File: src/pcs_defines.svh
`ifndef PCS_DEFINES_SVH
`define PCS_DEFINES_SVH

////////////////////////////////////////////////////////////////////////////////
// Register selects
`define PCS_SEL_FUNC      4'h2
`define PCS_SEL_CONV      4'h3
`define PCS_SEL_STAT      4'h4

////////////////////////////////////////////////////////////////////////////////
// Field positions
`define PCS_FN_CODE_LSB   0
`define PCS_FN_DCD_BIT    4
`define PCS_FN_DFD_BIT    5
`define PCS_CV_ABORT_BIT  2
`define PCS_CV_START_BIT  3
`define PCS_CV_DIS_BIT    4
`define PCS_ST_FAULT_LSB  0
`define PCS_ST_CLASS_LSB  3
`define PCS_ST_DONE_BIT   6
`define PCS_ST_DISC_BIT   7

////////////////////////////////////////////////////////////////////////////////
// Reset values and limits
`define PCS_REG_RESET     8'h00
`define PCS_FUNC_RESET    4'h0
`define PCS_CLASS_RESET   3'h0
`define PCS_CLASS_MAX     3'h4

////////////////////////////////////////////////////////////////////////////////
// Timing
`define PCS_CLK_HZ        25000000
`define PCS_OVERLOAD_MS   50
`define PCS_OVERLOAD_CYC  ((`PCS_OVERLOAD_MS * `PCS_CLK_HZ) / 1000)

`endif

File: src/pcs_pkg.sv
package pcs_pkg;

    typedef enum logic [3:0] {
        PCS_FN_DISABLE  = 4'h0,
        PCS_FN_DISC1    = 4'h1,
        PCS_FN_DISC2    = 4'h2,
        PCS_FN_VSAMPLE  = 4'h3,
        PCS_FN_LEGACY   = 4'h4,
        PCS_FN_CLASSIFY = 4'h5,
        PCS_FN_POWER_ON = 4'h6,
        PCS_FN_CSAMPLE  = 4'h7,
        PCS_FN_RAMPDOWN = 4'h8,
        PCS_FN_AC_LOW   = 4'h9,
        PCS_FN_AC_HIGH  = 4'hA,
        PCS_FN_ISAMPLE  = 4'hB,
        PCS_FN_TSAMPLE  = 4'hC
    } pcs_func_t;

    typedef enum logic [2:0] {
        PCS_FLT_NONE      = 3'h0,
        PCS_FLT_VOLTAGE   = 3'h1,
        PCS_FLT_THERMAL   = 3'h2,
        PCS_FLT_OVERLOAD  = 3'h3,
        PCS_FLT_LOAD_DISC = 3'h4
    } pcs_fault_t;

    typedef logic [12:0] pcs_ops_t;

endpackage

File: src/pcs_fault_enc.sv
`include "pcs_defines.svh"

module pcs_fault_enc
    import pcs_pkg::*;
#(
    parameter int unsigned OVERLOAD_CYCLES = `PCS_OVERLOAD_CYC
)
(
    input  wire logic  mclk,
    input  wire logic  rst,
    input  wire logic  thermal_shutdown_fault,
    input  wire logic  under_over_voltage_fault,
    input  wire logic  overload,
    input  wire logic  load_disc,
    input  wire logic  dc_disc_disable,
    output pcs_fault_t fault_code
);

    logic [31:0] ovl_cnt;
    logic        ovl_long;

    ////////////////////////////////////////////////////////////////////////////
    // Overload persistence timer
    always_ff @(posedge mclk)
    begin
        if (rst || !overload)
            ovl_cnt <= 32'h0000_0000;
        else if (ovl_cnt != OVERLOAD_CYCLES)
            ovl_cnt <= ovl_cnt + 32'h0000_0001;
    end

    assign ovl_long = (ovl_cnt == OVERLOAD_CYCLES);

    ////////////////////////////////////////////////////////////////////////////
    // Fault code, thermal first
    always_ff @(posedge mclk)
    begin
        if (rst)
            fault_code <= PCS_FLT_NONE;
        else if (thermal_shutdown_fault)
            fault_code <= PCS_FLT_THERMAL;
        else if (under_over_voltage_fault)
            fault_code <= PCS_FLT_VOLTAGE;
        else if (ovl_long)
            fault_code <= PCS_FLT_OVERLOAD;
        else if (load_disc && !dc_disc_disable)
            fault_code <= PCS_FLT_LOAD_DISC;
        else
            fault_code <= PCS_FLT_NONE;
    end
endmodule

File: src/pcs_regs.sv
// Functional notes
// - Four ports, each with own registers
// - Discovery fault disable masks discovery failure
// - DC disconnect disable stops DC disconnect
// - Code zero powers down, reset value
// - Codes one, two run discovery steps
// - Code three samples port voltage
// - Code four legacy, five classification
// - Code six powers port, seven continuous
// - Eight ramps down, nine/ten AC ops
// - Code eleven samples port current
// - Twelve samples temperature, spares idle
// - Port disable bit disables the port
// - Converter start bit self clears
// - Done sets on completion, clears on function write
// - Fault zero none, one voltage, two thermal
// - Fault three on long overload
// - Fault four load disconnect, no higher
`include "pcs_defines.svh"

module pcs_regs
    import pcs_pkg::*;
#(
    parameter int          NPORT           = 4,
    parameter int unsigned OVERLOAD_CYCLES = `PCS_OVERLOAD_CYC
)
(
    input  wire logic                     mclk,
    input  wire logic                     rst,
    input  wire logic [$clog2(NPORT)-1:0] reg_port_sel,
    input  wire logic [3:0]               reg_sel,
    input  wire logic                     reg_wr,
    input  wire logic [7:0]               reg_wdata,
    input  wire logic                     reg_rd,
    output logic      [7:0]               reg_rdata,
    output logic                          reg_rvalid,
    input  wire logic [NPORT-1:0]         func_complete,
    input  wire logic [NPORT-1:0]         disc_fail,
    input  wire logic [3*NPORT-1:0]       class_in,
    input  wire logic [NPORT-1:0]         thermal_shutdown_fault,
    input  wire logic [NPORT-1:0]         under_over_voltage_fault,
    input  wire logic [NPORT-1:0]         overload,
    input  wire logic [NPORT-1:0]         load_disc,
    output logic      [NPORT-1:0]         disc_fault_disable,
    output logic      [NPORT-1:0]         dc_disc_disable,
    output logic      [NPORT-1:0]         port_disable,
    output logic      [NPORT-1:0]         conv_start,
    output logic      [NPORT-1:0]         conv_abort,
    output logic      [NPORT-1:0]         port_reset,
    output logic      [NPORT-1:0]         discovery1_run,
    output logic      [NPORT-1:0]         discovery2_run,
    output logic      [NPORT-1:0]         volt_sample,
    output logic      [NPORT-1:0]         legacy_detect,
    output logic      [NPORT-1:0]         classify_run,
    output logic      [NPORT-1:0]         power_on,
    output logic      [NPORT-1:0]         cont_sample,
    output logic      [NPORT-1:0]         ramp_down,
    output logic      [NPORT-1:0]         ac_low,
    output logic      [NPORT-1:0]         ac_high,
    output logic      [NPORT-1:0]         curr_sample,
    output logic      [NPORT-1:0]         temp_sample
);

    localparam int PW = $clog2(NPORT);

    logic [3:0]       func      [NPORT];
    logic [2:0]       pclass    [NPORT];
    pcs_ops_t         op        [NPORT];
    pcs_fault_t       fault     [NPORT];
    logic [NPORT-1:0] dfd;
    logic [NPORT-1:0] dcd;
    logic [NPORT-1:0] pdis;
    logic [NPORT-1:0] conv_go;
    logic [NPORT-1:0] abort;
    logic [NPORT-1:0] done;
    logic [NPORT-1:0] disc_stat;

    ////////////////////////////////////////////////////////////////////////////
    // Helpers
    function automatic logic wr_hit(input logic [PW-1:0] p,
                                    input logic [3:0]    sel);
        return reg_wr && (reg_port_sel == p) && (reg_sel == sel);
    endfunction

    function automatic pcs_ops_t op_decode(input logic [3:0] code,
                                           input logic       dis);
        if (dis)
            return 13'h0001;
        else if (code > PCS_FN_TSAMPLE)
            return 13'h0000;
        else
            return 13'h0001 << code;
    endfunction

    function automatic logic [2:0] class_clamp(input logic [2:0] c);
        return (c > `PCS_CLASS_MAX) ? `PCS_CLASS_RESET : c;
    endfunction

    ////////////////////////////////////////////////////////////////////////////
    // Function control register
    always_ff @(posedge mclk)
    begin
        for (int i = 0; i < NPORT; i++)
        begin
            if (rst)
            begin
                func[i] <= `PCS_FUNC_RESET;
                dfd[i]  <= 1'b0;
                dcd[i]  <= 1'b0;
            end
            else if (wr_hit(PW'(i), `PCS_SEL_FUNC))
            begin
                func[i] <= reg_wdata[`PCS_FN_CODE_LSB +: 4];
                dfd[i]  <= reg_wdata[`PCS_FN_DFD_BIT];
                dcd[i]  <= reg_wdata[`PCS_FN_DCD_BIT];
            end
        end
    end

    ////////////////////////////////////////////////////////////////////////////
    // Enable and converter control register
    always_ff @(posedge mclk)
    begin
        for (int i = 0; i < NPORT; i++)
        begin
            if (rst)
            begin
                pdis[i]    <= 1'b0;
                abort[i]   <= 1'b0;
                conv_go[i] <= 1'b0;
            end
            else if (wr_hit(PW'(i), `PCS_SEL_CONV))
            begin
                pdis[i]    <= reg_wdata[`PCS_CV_DIS_BIT];
                abort[i]   <= reg_wdata[`PCS_CV_ABORT_BIT];
                conv_go[i] <= reg_wdata[`PCS_CV_START_BIT]
                              && !reg_wdata[`PCS_CV_ABORT_BIT];
            end
            else
                conv_go[i] <= 1'b0;
        end
    end

    ////////////////////////////////////////////////////////////////////////////
    // Function decode
    always_ff @(posedge mclk)
    begin
        for (int i = 0; i < NPORT; i++)
        begin
            if (rst)
                op[i] <= 13'h0001;
            else
                op[i] <= op_decode(func[i], pdis[i]);
        end
    end

    ////////////////////////////////////////////////////////////////////////////
    // Function done flag, set wins over clear
    always_ff @(posedge mclk)
    begin
        for (int i = 0; i < NPORT; i++)
        begin
            if (rst)
                done[i] <= 1'b0;
            else
                done[i] <= func_complete[i]
                           || (done[i] && !wr_hit(PW'(i), `PCS_SEL_FUNC));
        end
    end

    ////////////////////////////////////////////////////////////////////////////
    // Discovery status
    always_ff @(posedge mclk)
    begin
        for (int i = 0; i < NPORT; i++)
        begin
            if (rst)
                disc_stat[i] <= 1'b0;
            else
                disc_stat[i] <= disc_fail[i] && !dfd[i];
        end
    end

    ////////////////////////////////////////////////////////////////////////////
    // Power class capture
    always_ff @(posedge mclk)
    begin
        for (int i = 0; i < NPORT; i++)
        begin
            if (rst || op[i][PCS_FN_DISABLE])
                pclass[i] <= `PCS_CLASS_RESET;
            else if (func_complete[i] && op[i][PCS_FN_CLASSIFY])
                pclass[i] <= class_clamp(class_in[3*i +: 3]);
        end
    end

    ////////////////////////////////////////////////////////////////////////////
    // Fault encoders
    for (genvar g = 0; g < NPORT; g++)
    begin : g_fault
        pcs_fault_enc #(
            .OVERLOAD_CYCLES          (OVERLOAD_CYCLES)
        ) pcs_fault_enc_i (
            .mclk                     (mclk),
            .rst                      (rst),
            .thermal_shutdown_fault   (thermal_shutdown_fault[g]),
            .under_over_voltage_fault (under_over_voltage_fault[g]),
            .overload                 (overload[g]),
            .load_disc                (load_disc[g]),
            .dc_disc_disable          (dcd[g]),
            .fault_code               (fault[g])
        );
    end

    ////////////////////////////////////////////////////////////////////////////
    // Read port
    function automatic logic [7:0] read_word(input logic [PW-1:0] p,
                                             input logic [3:0]    sel);
        logic [7:0] w;
        w = `PCS_REG_RESET;
        if (sel == `PCS_SEL_FUNC)
        begin
            w[`PCS_FN_CODE_LSB +: 4] = func[p];
            w[`PCS_FN_DCD_BIT]       = dcd[p];
            w[`PCS_FN_DFD_BIT]       = dfd[p];
        end
        else if (sel == `PCS_SEL_CONV)
        begin
            w[`PCS_CV_ABORT_BIT] = abort[p];
            w[`PCS_CV_START_BIT] = conv_go[p];
            w[`PCS_CV_DIS_BIT]   = pdis[p];
        end
        else if (sel == `PCS_SEL_STAT)
        begin
            w[`PCS_ST_FAULT_LSB +: 3] = fault[p];
            w[`PCS_ST_CLASS_LSB +: 3] = pclass[p];
            w[`PCS_ST_DONE_BIT]       = done[p];
            w[`PCS_ST_DISC_BIT]       = disc_stat[p];
        end
        return w;
    endfunction

    always_ff @(posedge mclk)
    begin
        if (rst)
        begin
            reg_rdata  <= `PCS_REG_RESET;
            reg_rvalid <= 1'b0;
        end
        else
        begin
            reg_rvalid <= reg_rd;
            if (reg_rd)
                reg_rdata <= read_word(reg_port_sel, reg_sel);
        end
    end

    ////////////////////////////////////////////////////////////////////////////
    // Output mapping
    for (genvar g = 0; g < NPORT; g++)
    begin : g_out
        assign disc_fault_disable[g] = dfd[g];
        assign dc_disc_disable[g]    = dcd[g];
        assign port_disable[g]       = pdis[g];
        assign conv_start[g]         = conv_go[g];
        assign conv_abort[g]         = abort[g];
        assign port_reset[g]         = op[g][PCS_FN_DISABLE];
        assign discovery1_run[g]     = op[g][PCS_FN_DISC1];
        assign discovery2_run[g]     = op[g][PCS_FN_DISC2];
        assign volt_sample[g]        = op[g][PCS_FN_VSAMPLE];
        assign legacy_detect[g]      = op[g][PCS_FN_LEGACY];
        assign classify_run[g]       = op[g][PCS_FN_CLASSIFY];
        assign power_on[g]           = op[g][PCS_FN_POWER_ON];
        assign cont_sample[g]        = op[g][PCS_FN_CSAMPLE];
        assign ramp_down[g]          = op[g][PCS_FN_RAMPDOWN];
        assign ac_low[g]             = op[g][PCS_FN_AC_LOW];
        assign ac_high[g]            = op[g][PCS_FN_AC_HIGH];
        assign curr_sample[g]        = op[g][PCS_FN_ISAMPLE];
        assign temp_sample[g]        = op[g][PCS_FN_TSAMPLE];
    end

    for (genvar g = 0; g < NPORT; g++)
    begin : g_chk

    end
endmodule

File: config.mk
export PLATFORM = sky130hd
export DESIGN_NAME = pcs_regs
export DESIGN_NICKNAME = d
export VERILOG_FILES = /design/src/pcs_pkg.sv /design/src/pcs_fault_enc.sv /design/src/pcs_regs.sv
export VERILOG_INCLUDE_DIRS = /design/src
export SDC_FILE = /design/constraint.sdc
export NUM_CORES = 1
export LEC_CHECK = 0
export ABC_AREA = 1
export ABC_CLOCK_PERIOD_IN_PS = 1550
export BUFFER_PORTS_ARGS = -buffer_cell sky130_fd_sc_hd__buf_2
export CELL_PAD_IN_SITES_DETAIL_PLACEMENT = 0
export CELL_PAD_IN_SITES_GLOBAL_PLACEMENT = 1
export CORE_ASPECT_RATIO = 0.75
export CORE_MARGIN = 3
export CORE_UTILIZATION = 38
export DETAILED_ROUTE_END_ITERATION = 16
export PLACE_DENSITY_LB_ADDON = 0.1
export SLEW_MARGIN = 20
export SYNTH_ARGS = -nofsm -noshare
export SYNTH_HDL_FRONTEND = slang
export SYNTH_HIERARCHICAL = 1
export SYNTH_SLANG_ARGS = --single-unit
File: constraint.sdc
create_clock -name mclk -period 1.55 [get_ports mclk]
set_clock_uncertainty 0.05 [all_clocks]
set_input_delay 0 -clock mclk [delete_from_list [all_inputs] [get_ports mclk]]
set_output_delay 0 -clock mclk [all_outputs]
set_load 0.1 [all_outputs]
==> results.yml, run 1 <==
setup_path:
  worstSetupPathType: "flop to flop"
  rr_worst_depth: 9
  cp.arrival_ns: 1.94
  r2r_slack_ns: 0.06
  cpMostUsedCell: "nor2_1"
  cp-start-kind: "flop"
  worstPathRequired_ns: 2.00
  r2r_end: "g_fault[1].pcs_fault_enc_i/ovl_cnt[1]"
  slowest_stage: "dfxtp_1"
  crit_path_max_incr_delay_ns: 0.33
  worstReg2RegStart: "g_fault[1].pcs_fault_enc_i/ovl_cnt[1]"
  worstSetupEndpointType: "flop"
  path_max_fanout: 3
  crit_chain: "buf_4, inv_1, ha_4, nand4_1, nor2_1, nand2_1, nor2_2, nor2_1, nor2_1"
synth:
  ys_warn_count: 6
  synth_top_family_by_area: "simple AND/OR/NAND/NOR gates"
  syn_inst: 2066
  synth_area_mm2: 0.0134
  synth_mux_area_share_pct: 0
  synth-simple-area-share_pct: 44.2
  ys_seq_area_share_pct: 40.4
  synth_fp_nets: 2128
  ys_ff_latch: 257
  yosysUniqueCellTypes: 38
  synth_fa_ha_area_share_pct: 0.746
  synth_xor_area_share_pct: 0.522
  postSynthAreaPerCell_um2: 6.49
  synth_compound_area_share_pct: 6.92
clock_network:
  root_buffer: "clkbuf_16"
  clkSinkCount: 257
  clk_pin_slew_ns: 0.06
  clkLatencyLatePin_ns: 0.57
  cts_tree: "done"
  cts_buffers: 29
  clk_path_buf_depth: 3
  h-tree-depth: 1
global_route:
  grt_overflow_total: 0
  grt_pass1_wl_um: 69600
  grt_usage_pct: 22.9
  grt_pass1_vias: 12700
  grt_max_degree: 19
  antenna_found_initial: 0
finish:
  final_core_util_pct: 49.7
  syn_to_final_growth_pct: 26.6
  multi_input_comb_area_mm2: 0.00719
  drive_gt1_share_pct: 18.5
  final_cells: 2832
  fill_cells: 3517
  seq_area_mm2: 0.00547
  stdcell_area_mm2: 0.0170
  nets: 2423
place:
  hpwl_um: 34200
  place_inst: 2713
  portBuffers: 132
  gp_congestion: 0.910
  dpl_cell_area_mm2: 0.0152
  pre_cts_ws_ns: 0.0326
routing:
  wl_per_cell_um: 15.6
  vias_per_cell: 4.85
  wl_um: 44100
  final_antenna_net_count: 0
  route.vias.total: 13700
  drtPass1Iterations: 6
  drc: 0
  initialDrtViolationCount: 1153
hold_path:
  min-delay-start: "reg_sel[2]"
  holdPathEnd: "conv_start[1]"
  hold_depth: 7
  hp-class: "input pin to flop"
sta:
  fin_crit_sh_pct: 96.3
  min_period_ns: 1.49
  finalSetupViolations: 0
  slew_violations: 0
  setup_slack_ns: 0.0575
  fmax_ghz: 0.670
  maxSlewHeadroom_pct: 62.8
  tightestPinTransition_ns: 0.553
  hold_viol: 0
  rsz0062_at_grt: "true"
pwr:
  p_leak_nw: 6.89
  peakVddDrop_mv: 0.702
  power.total_mw: 15.1
  p_per_area_mw_per_mm2: 892
floorplan:
  rows: 58
  ioPinCount: 135
  die_x_um: 223
  start_util_pct: 39.3
  coreArea_mm2: 0.0342
  die_h_um: 169
  dieArea_mm2: 0.0376
run_status:
  outcome: "completed"
job:
  maxCapViolCount: 0
## metrics by stage
stage                     hold slack [ns]  TNS (ns)
after floorplan                    0.0191         0
after global placement              0.160         0
after detailed placement            0.158         0
after CTS                         0.00980         0
after global routing               0.0597   -0.0542
final                              0.0361         0
## power breakdown
| part | leakage, nW | internal [mW] | total, mW | switching, mW |
|---|---|---|---|---|
| combinational | 4.27 | 0.383 | 1.19 | 0.811 |
| sequential | 2.15 | 6.84 | 6.92 | 0.0855 |
| clock | 0.473 | 4.14 | 7.03 | 2.89 |
## repair_timing
item	in CTS	in global routing
gates resized for setup	0	74
hold endpoints to repair	218	0
hold buffers	60	0
setup buffers	0	7
endpoints found under the setup margin	0	78
## cells by family after synthesis
family | count (synthesis)
XOR/XNOR | 8
AO/OA/AOI/OAI | 177
flip-flops | 257
buffers and inverters | 242
AND/OR/NAND/NOR | 1374
adder cells (fa/ha/maj) | 8
## registers in the layout (all words and copies together) (netlist names), 8 cells and up
| signal | flops |
|---|---|
| func | 16 |
| op | 52 |
| g_fault.pcs_fault_enc_i/ovl_cnt | 128 |
| pclass | 12 |
| reg_rdata | 8 |
| g_fault.pcs_fault_enc_i/fault_code | 12 |
## Yosys cell counts
master / number / area share (%)
nand2_1: 654 / 18
nor2_1: 446 / 12
dfxtp_1: 229 / 34
inv_1: 208 / 5.8
nand3_1: 114 / 4.3
a21oi_1: 106 / 4.0
o21ai_0: 42 / 1.6
nor3_1: 39 / 1.5
edfxtp_1: 28 / 6.3
nand2_2: 22 / 1.0
nor2_2: 21 / 0.98
nor2_4: 21 / 1.8
nand4_1: 17 / 0.79
nand3b_1: 12 / 0.67
o22ai_1: 10 / 0.47
ha_1: 8 / 0.75
nand3_4: 8 / 1.0
o21ai_1: 8 / 0.30
xor2_1: 8 / 0.52
clkbuf_1: 7 / 0.20
inv_2: 7 / 0.20
nand3_2: 7 / 0.52
a211oi_1: 5 / 0.28
buf_1: 5 / 0.14
buf_6: 5 / 0.42
clkinv_2: 4 / 0.15
nand3b_2: 4 / 0.34
or3b_2: 4 / 0.26
buf_2: 3 / 0.11
a22oi_1: 2 / 0.11
clkinv_1: 2 / 0.056
nand2_4: 2 / 0.17
nor4_1: 2 / 0.093
o31ai_1: 2 / 0.11
inv_6: 1 / 0.065
nor4_2: 1 / 0.093
o2111ai_1: 1 / 0.065
o21ai_2: 1 / 0.065
## worst max-delay path, delay by kind of cell (launching register included)
kind | cells | cell delay [ns]
adder cells (fa/ha/maj) | 1 | 0.16
buffers and inverters | 2 | 0.26
flip-flops | 1 | 0.33
AND/OR/NAND/NOR | 6 | 0.63
## how the worst max path moves through the flow
stage / from / depth (start not counted) / to
2_1_floorplan: conv_abort[2] / 8 / reg_rdata[2]
3_3_place_gp: g_fault[0].pcs_fault_enc_i/ovl_cnt[0] / 8 / g_fault[0].pcs_fault_enc_i/ovl_cnt[22]
3_5_place_dp: g_fault[2].pcs_fault_enc_i/ovl_cnt[1] / 8 / g_fault[2].pcs_fault_enc_i/ovl_cnt[22]
4_1_cts: g_fault[2].pcs_fault_enc_i/ovl_cnt[1] / 8 / g_fault[2].pcs_fault_enc_i/ovl_cnt[22]
5_1_grt: g_fault[1].pcs_fault_enc_i/ovl_cnt[1] / 10 / g_fault[1].pcs_fault_enc_i/ovl_cnt[2]
6_report: g_fault[1].pcs_fault_enc_i/ovl_cnt[1] / 9 / g_fault[1].pcs_fault_enc_i/ovl_cnt[1]
## area by class of cell
cell class / count / share of cell area [%]
timing repair buffer: 284 / 11.6
antenna: 1 / 0.0147
sequential: 257 / 32.2
inverter: 222 / 4.99
multi-input combinational: 1567 / 42.3
clock inverter: 11 / 0.855
clock buffer: 40 / 4.76
tap: 450 / 3.32
## routing by layer
metal  vias up  global-route usage (%)  part of all wire [%]
met3        52                    3.78                   6.5
met2       355                    34.1                    41
li1       7098                       -                     -
met4         0                    4.23                   1.8
met5         -                       0                     0
met1      6242                    34.9                    51
## placed cells by master (no fill, tap or decap), types with 12 or more instances in the layout
cell type / count
dfxtp_1: 197
a21oi_1: 105
nor3_1: 38
clkbuf_16: 30
nor2_4: 24
nand2_2: 27
nor2_1: 423
dlygate4sd3_1: 60
buf_2: 128
nor2_2: 41
edfxtp_1: 28
dfxtp_2: 32
inv_1: 207
nand3_1: 113
nand2_1: 649
nand4_1: 17
o21ai_0: 41
buf_4: 92
nand3b_1: 12
No activity file was read; power rests on OpenSTA's default activity.
==> run 2, diff against run 1 <==
--- a/config.mk
+++ b/config.mk
@@ -6,14 +6,14 @@
 export SDC_FILE = /design/constraint.sdc
 export NUM_CORES = 1
 export LEC_CHECK = 0
-export ABC_AREA = 1
+export ABC_AREA = 0
 export ABC_CLOCK_PERIOD_IN_PS = 1550
 export BUFFER_PORTS_ARGS = -buffer_cell sky130_fd_sc_hd__buf_2
 export CELL_PAD_IN_SITES_DETAIL_PLACEMENT = 0
 export CELL_PAD_IN_SITES_GLOBAL_PLACEMENT = 1
 export CORE_ASPECT_RATIO = 0.75
 export CORE_MARGIN = 3
-export CORE_UTILIZATION = 38
+export CORE_UTILIZATION = 41
 export DETAILED_ROUTE_END_ITERATION = 16
 export PLACE_DENSITY_LB_ADDON = 0.1
 export SLEW_MARGIN = 20
==> run 2 against run 1 <==
  * The flow now finishes with violations (negative setup slack)
  * Register-to-register slack lost 0.38 ns
  * Cell count down 23%
  * Hold slack gained 0.12 ns
  * Area after synthesis shrank 13%
  * Critical path depth shrank 4
  * Sequential share of layout area decreased by 1.8 points
  * Highest routed layer unchanged
==> results.yml, run 2 <==
routing:
  initialDrtViolationCount: 613
  drtPass1Iterations: 5
  route.vias.total: 11600
  drc: 0
  wl_per_cell_um: 17.2
  vias_per_cell: 5.34
  wl_um: 37400
  final_antenna_net_count: 0
floorplan:
  start_util_pct: 42.5
  die_x_um: 201
  ioPinCount: 135
  coreArea_mm2: 0.0275
  dieArea_mm2: 0.0305
  rows: 52
  die_h_um: 152
hold_path:
  hp-class: "input pin to flop"
finish:
  diodes: 0
  top_regs: "g_fault.pcs_fault_enc_i/ovl_cnt (128), op (52), func (16)"
  largest_reg_flops: 128
  nets: 1842
  syn_to_final_growth_pct: 58.1
  stdcell_area_mm2: 0.0184
  fill_cells: 2197
  final_cell_mix: "buf_4, dfxtp_1, buf_2, nor2_1, nand2_1"
  top_register: "g_fault.pcs_fault_enc_i/ovl_cnt"
  mostFrequentLayoutCell: "buf_4"
  final_cells: 2178
  drive_gt1_share_pct: 45.6
setup_path:
  r2r_slack_ns: -0.32
  slowest_stage: "or4_1"
  cp.arrival_ns: 2.29
  crit_path_max_incr_delay_ns: 0.56
  crit_chain: "ha_4, nand2_4, or4_4, or4_1, a21oi_2"
  worstSetupEndpointType: "flop"
  worstSetupPathType: "flop to flop"
  critical-path-top-delay-family: "simple AND/OR/NAND/NOR gates"
  crit_buf_inv: 0
  path_max_fanout: 5
  worstPathRequired_ns: 1.97
  cp-start-kind: "flop"
place:
  dpl_cell_area_mm2: 0.0149
  portBuffers: 132
  gp_congestion: 0.879
  place_inst: 1983
  hpwl_um: 25100
sta:
  timing.hold.ws_ns: 0.158
  slew_violations: 0
  tightestPinTransition_ns: 0.712
  setup_slack_ns: -0.319
  finalSetupViolations: 93
  min_period_ns: 1.87
  hold_viol: 0
  maxSlewHeadroom_pct: 52.4
  rsz0062_at_grt: "true"
  fmax_ghz: 0.535
  fin_crit_sh_pct: 121
clock_network:
  cts_tree: "done"
  clkSinkCount: 257
  clkLatencyLatePin_ns: 0.54
  cts_buffers: 27
  h-tree-depth: 1
  root_buffer: "clkbuf_16"
  clk_path_buf_depth: 3
  clk_pin_slew_ns: 0.06
synth:
  synth_edf_count: 28
  yosysTopAreaCellShare_pct: 39.3
  ys.flop_type: "dfxtp_1"
  synth_fp_nets: 1329
  syn_inst: 1267
  synth_area_mm2: 0.0117
  ys_warn_count: 6
  synth.most_common_cell: "dfxtp_1"
  ys_seq_area_share_pct: 46.5
  ys_async_sr_fraction_pct: 0
  ys_ff_latch: 257
  ys_top_cells_by_count: "dfxtp_1, nor2_1, nand2_1, a21oi_1, nand3_1"
  yosysUniqueCellTypes: 52
  yosysTopAreaCell: "dfxtp_1"
  postSynthAreaPerCell_um2: 9.21
  synth_top_cells_by_area: "dfxtp_1, edfxtp_1, nor2_1"
global_route:
  grt_usage_pct: 22.7
  grt_overflow_total: 0
  grt_pass1_wl_um: 58100
  grt_max_degree: 26
  antenna_found_initial: 0
  grt_pass1_vias: 11100
run_status:
  failed_checks: "negative setup slack"
  outcome: "complete, but fails checks"
pwr:
  peakVddDrop_mv: 0.732
  p_leak_nw: 7.63
  p_per_area_mw_per_mm2: 780
job:
  maxCapViolCount: 0
[run 2: changes by cell type after synthesis, moves of 38 or more]
cell      previous run  this run
mux2i_1              0        38
nand3_1            114        73
nand2_1            654       104
nor2_1             446       117
nor4_1               2        49
inv_1              208        31
nand2b_1             0        42
[run 2: final timing paths]
check / from / endpoint / depth (start not counted)
hold reg to reg: reg_rdata[1] / reg_rdata[1] / 2
hold / removal: reg_sel[3] / done[2] / 7
setup reg to reg: g_fault[3].pcs_fault_enc_i/ovl_cnt[1] / g_fault[3].pcs_fault_enc_i/ovl_cnt[20] / 5
setup / recovery: g_fault[3].pcs_fault_enc_i/ovl_cnt[1] / g_fault[3].pcs_fault_enc_i/ovl_cnt[20] / 5
[run 2: layout make-up]
class	count	area [um^2]	share of cell area, %
multi-input combinational	929	7110	38.6
sequential	257	5600	30.4
timing repair buffer	534	4280	23.2
clock buffer	42	783	4.25
tap	378	473	2.56
inverter	31	131	0.712
clock inverter	7	60.1	0.326
[run 2: power by group]
part | leakage [nW] | switching (mW) | internal (mW) | total [mW]
Clock | 0.411 | 2.64 | 3.63 | 6.27
Sequential | 2.19 | 0.0622 | 6.80 | 6.86
Combinational | 5.03 | 0.769 | 0.483 | 1.25
Total | 7.63 | 3.47 | 10.9 | 14.4
[run 2: routing by layer]
metal	wire [um]	up-vias	GRT usage, %
met5	0	-	0
met4	841	0	4.98
met3	1600	54	3.29
met2	16900	259	35.7
met1	18000	5610	33.3
li1	-	5715	-
[run 2: per-stage QoR]
stage	power (mW)	utilization (%)	setup WS (ns)	TNS [ns]
after CTS	14.5	63.3	-0.282	-13.68
after detailed placement	8.04	54.2	-0.321	-15.27
after global routing	14.8	67.2	-0.373	-21.05
after floorplan	7.66	-	-0.207	-5.41
final	14.4	67.2	-0.319	-14.31
after global placement	8.04	54.2	-0.321	-13.30
[run 2: cells by family (layout without fill, tap and decap cells)]
| group | count (synthesis) | after routing | share of synthesized area [%] |
|---|---|---|---|
| simple gates | 651 | 651 | 31.1 |
| flops | 257 | 257 | 46.5 |
| compound gates | 190 | 190 | 9.71 |
| buf+inv | 81 | 614 | 3.75 |
| mux | 52 | 52 | 5.96 |
| xor+xnor | 28 | 28 | 2.10 |
| fa+ha+maj | 8 | 8 | 0.858 |
[run 2: what timing repair did]
| item | in CTS | in global routing |
|---|---|---|
| pin swaps | 68 | 115 |
| cloned | 4 | 3 |
| setup endpoints to repair | 105 | 137 |
| endpoints found under the hold margin | 150 | 0 |
| resized for setup | 151 | 188 |
| hold buffers | 57 | 0 |
| setup buffers | 51 | 51 |
[run 2: worst reg2reg max path: cells and delay by family (launching register included)]
family	cells	cell delay, ns
AO/OA/AOI/OAI	1	0.14
flip-flops	1	0.36
adder cells (fa/ha/maj)	1	0.16
AND/OR/NAND/NOR	3	1.10
==> run 3, diff against run 2 <==
--- a/config.mk
+++ b/config.mk
@@ -16,6 +16,7 @@
 export CORE_UTILIZATION = 41
 export DETAILED_ROUTE_END_ITERATION = 16
 export PLACE_DENSITY_LB_ADDON = 0.1
+export REMOVE_ABC_BUFFERS = 1
 export SLEW_MARGIN = 20
 export SYNTH_ARGS = -nofsm -noshare
 export SYNTH_HDL_FRONTEND = slang
==> run 3 against run 2 <==
  * The run still ends with negative setup slack left
  * Total power grew 3.2%
  * Sequential cell count is the same
  * Non-clock buffer count shrank 23
  * Via count shrank 0.24%
  * Setup slack gained 0.0047 ns
  * Die area is the same
  * Wire length shrank 0.28%
  * First-iteration DRC count shrank 13%
  * Clock power grew 6.7%
  * Sequential share of layout area shrank 0.057 points
  * Sequential power is essentially flat
==> results.yml, run 3 (synthesis gave the netlist of run 2 again) <==
run_status:
  outcome: "complete, but fails checks"
  failed_checks: "negative setup slack"
finish:
  largest_reg_flops: 128
  nets: 1821
  stdcell_area_mm2: 0.0182
  drive_gt1_share_pct: 44.1
  top_register: "g_fault.pcs_fault_enc_i/ovl_cnt"
  top_regs: "g_fault.pcs_fault_enc_i/ovl_cnt (128), op (52), func (16)"
  final_cell_mix: "buf_4, dfxtp_1, buf_2, nor2_1, nand2_1"
  syn_to_final_growth_pct: 55.9
  mostFrequentLayoutCell: "buf_4"
routing:
  vias_per_cell: 5.38
  initialDrtViolationCount: 536
  wl_per_cell_um: 17.3
  final_antenna_net_count: 0
  route.vias.total: 11600
  drtPass1Iterations: 5
  drc: 0
  wl_um: 37300
place:
  gp_congestion: 0.839
  pre_cts_ws_ns: -0.459
  dpl_cell_area_mm2: 0.0144
  hpwl_um: 24800
  portBuffers: 132
sta:
  tightestPinTransition_ns: 0.739
  slew_violations: 0
  hold_viol: 0
  setup_slack_ns: -0.314
  maxSlewHeadroom_pct: 50.7
  rsz0062_at_grt: "true"
  min_period_ns: 1.86
  fin_crit_sh_pct: 120
  fmax_ghz: 0.536
  finalSetupViolations: 107
floorplan:
  dieArea_mm2: 0.0305
  coreArea_mm2: 0.0275
  rows: 52
  die_x_um: 201
  die_h_um: 152
  start_util_pct: 42.5
  ioPinCount: 135
hold_path:
  hp-class: "input pin to flop"
clock_network:
  cts_tree: "done"
  clk_path_buf_depth: 3
  h-tree-depth: 1
  root_buffer: "clkbuf_16"
  clk_pin_slew_ns: 0.06
  clkSinkCount: 257
  clkLatencyLatePin_ns: 0.55
  cts_buffers: 28
global_route:
  grt_pass1_vias: 10800
  grt_usage_pct: 22.5
  grt_pass1_wl_um: 57900
  grt_max_degree: 23
  grt_overflow_total: 0
  antenna_found_initial: 1
setup_path:
  cp.arrival_ns: 2.24
  cp-start-kind: "flop"
  path_max_fanout: 4
  worstSetupEndpointType: "flop"
  worstSetupPathType: "flop to flop"
  worstPathRequired_ns: 1.93
job:
  maxCapViolCount: 0
pwr:
  p_sw_share_pct: 24.3
  p_leak_nw: 7.43
  peakVddDrop_mv: 0.678
  power.total_mw: 14.8
  comb_power_share_pct: 8.4
  pwr-share-clk_pct: 45.1
  p_int_mw: 11.2
  sequentialPowerShare_pct: 46.5
  p_per_area_mw_per_mm2: 815
  switchingPower_mw: 3.60
[run 3: final cells by class]
type	instances	area [um^2]
Tap cell	378	473
Timing Repair Buffer	511	3990
Sequential cell	257	5520
Clock inverter	11	95.1
Inverter	31	139
Clock buffer	41	840
Multi-Input combinational cell	930	7130
Antenna cell	1	2.50
Fill cell	2177	9270
[run 3: routing by layer]
metal / track usage (%) / vias to the layer above / part of all wire (%)
met5: 0 / - / 0
met4: 5.35 / 0 / 2.2
met3: 3.38 / 57 / 4.7
met2: 34.7 / 292 / 45
met1: 33.5 / 5577 / 48
li1: - / 5684 / -
[run 3: power groups by stage]
stage | sequential, mW | clock [mW] | combinational, mW
after floorplan | 7.29 | 0 | 0.307
after global placement | 7.03 | 0 | 1.01
after detailed placement | 7.03 | 0 | 1.02
after CTS | 6.89 | 6.84 | 1.18
after global routing | 6.90 | 7.10 | 1.33
final | 6.89 | 6.69 | 1.25
[run 3: worst paths after layout]
path                                              start                               endpoint  slack [ns]  cells after the start
setup / recovery  g_fault[2].pcs_fault_enc_i/ovl_cnt[1]  g_fault[2].pcs_fault_enc_i/ovl_cnt[2]       -0.31                      9
hold / removal                               reg_sel[3]                             func[0][1]        0.17                      5
setup reg to reg  g_fault[2].pcs_fault_enc_i/ovl_cnt[1]  g_fault[2].pcs_fault_enc_i/ovl_cnt[2]       -0.31                      9
hold reg to reg                            reg_rdata[5]                           reg_rdata[5]        0.39                      2
[run 3: worst max-delay path, stage by stage (launching register included)]
cell and delay [ns]:
dfxtp_2 0.34, buf_6 0.12, buf_6 0.11, inv_4 0.05, ha_4 0.14, nor4b_4 0.25, nand4_1 0.29, buf_4 0.23
o21ai_2 0.10, a21oi_1 0.07
[run 3: per-stage QoR]
stage | TNS [ns] | utilization, % | hold slack, ns | cells
3_5_place_dp | -24.22 | 52.5 | 0.165 | 1980
5_1_grt | -23.90 | 66.2 | 0.158 | 2160
2_1_floorplan | -21.42 | - | 0.0191 | 1217
4_1_cts | -13.20 | 62.2 | 0.110 | 2121
3_3_place_gp | -21.45 | 52.5 | 0.156 | 1980
6_report | -16.58 | 66.2 | 0.166 | 2160
[run 3: repair_timing]
action / CTS / global route
setup buffers: 35 / 44
resized for setup: 229 / 192
endpoints found under the hold margin: 152 / 9
endpoints found under the setup margin: 111 / 126
gates cloned: 3 / 2
pin swaps: 91 / 100
hold buffers: 53 / 2
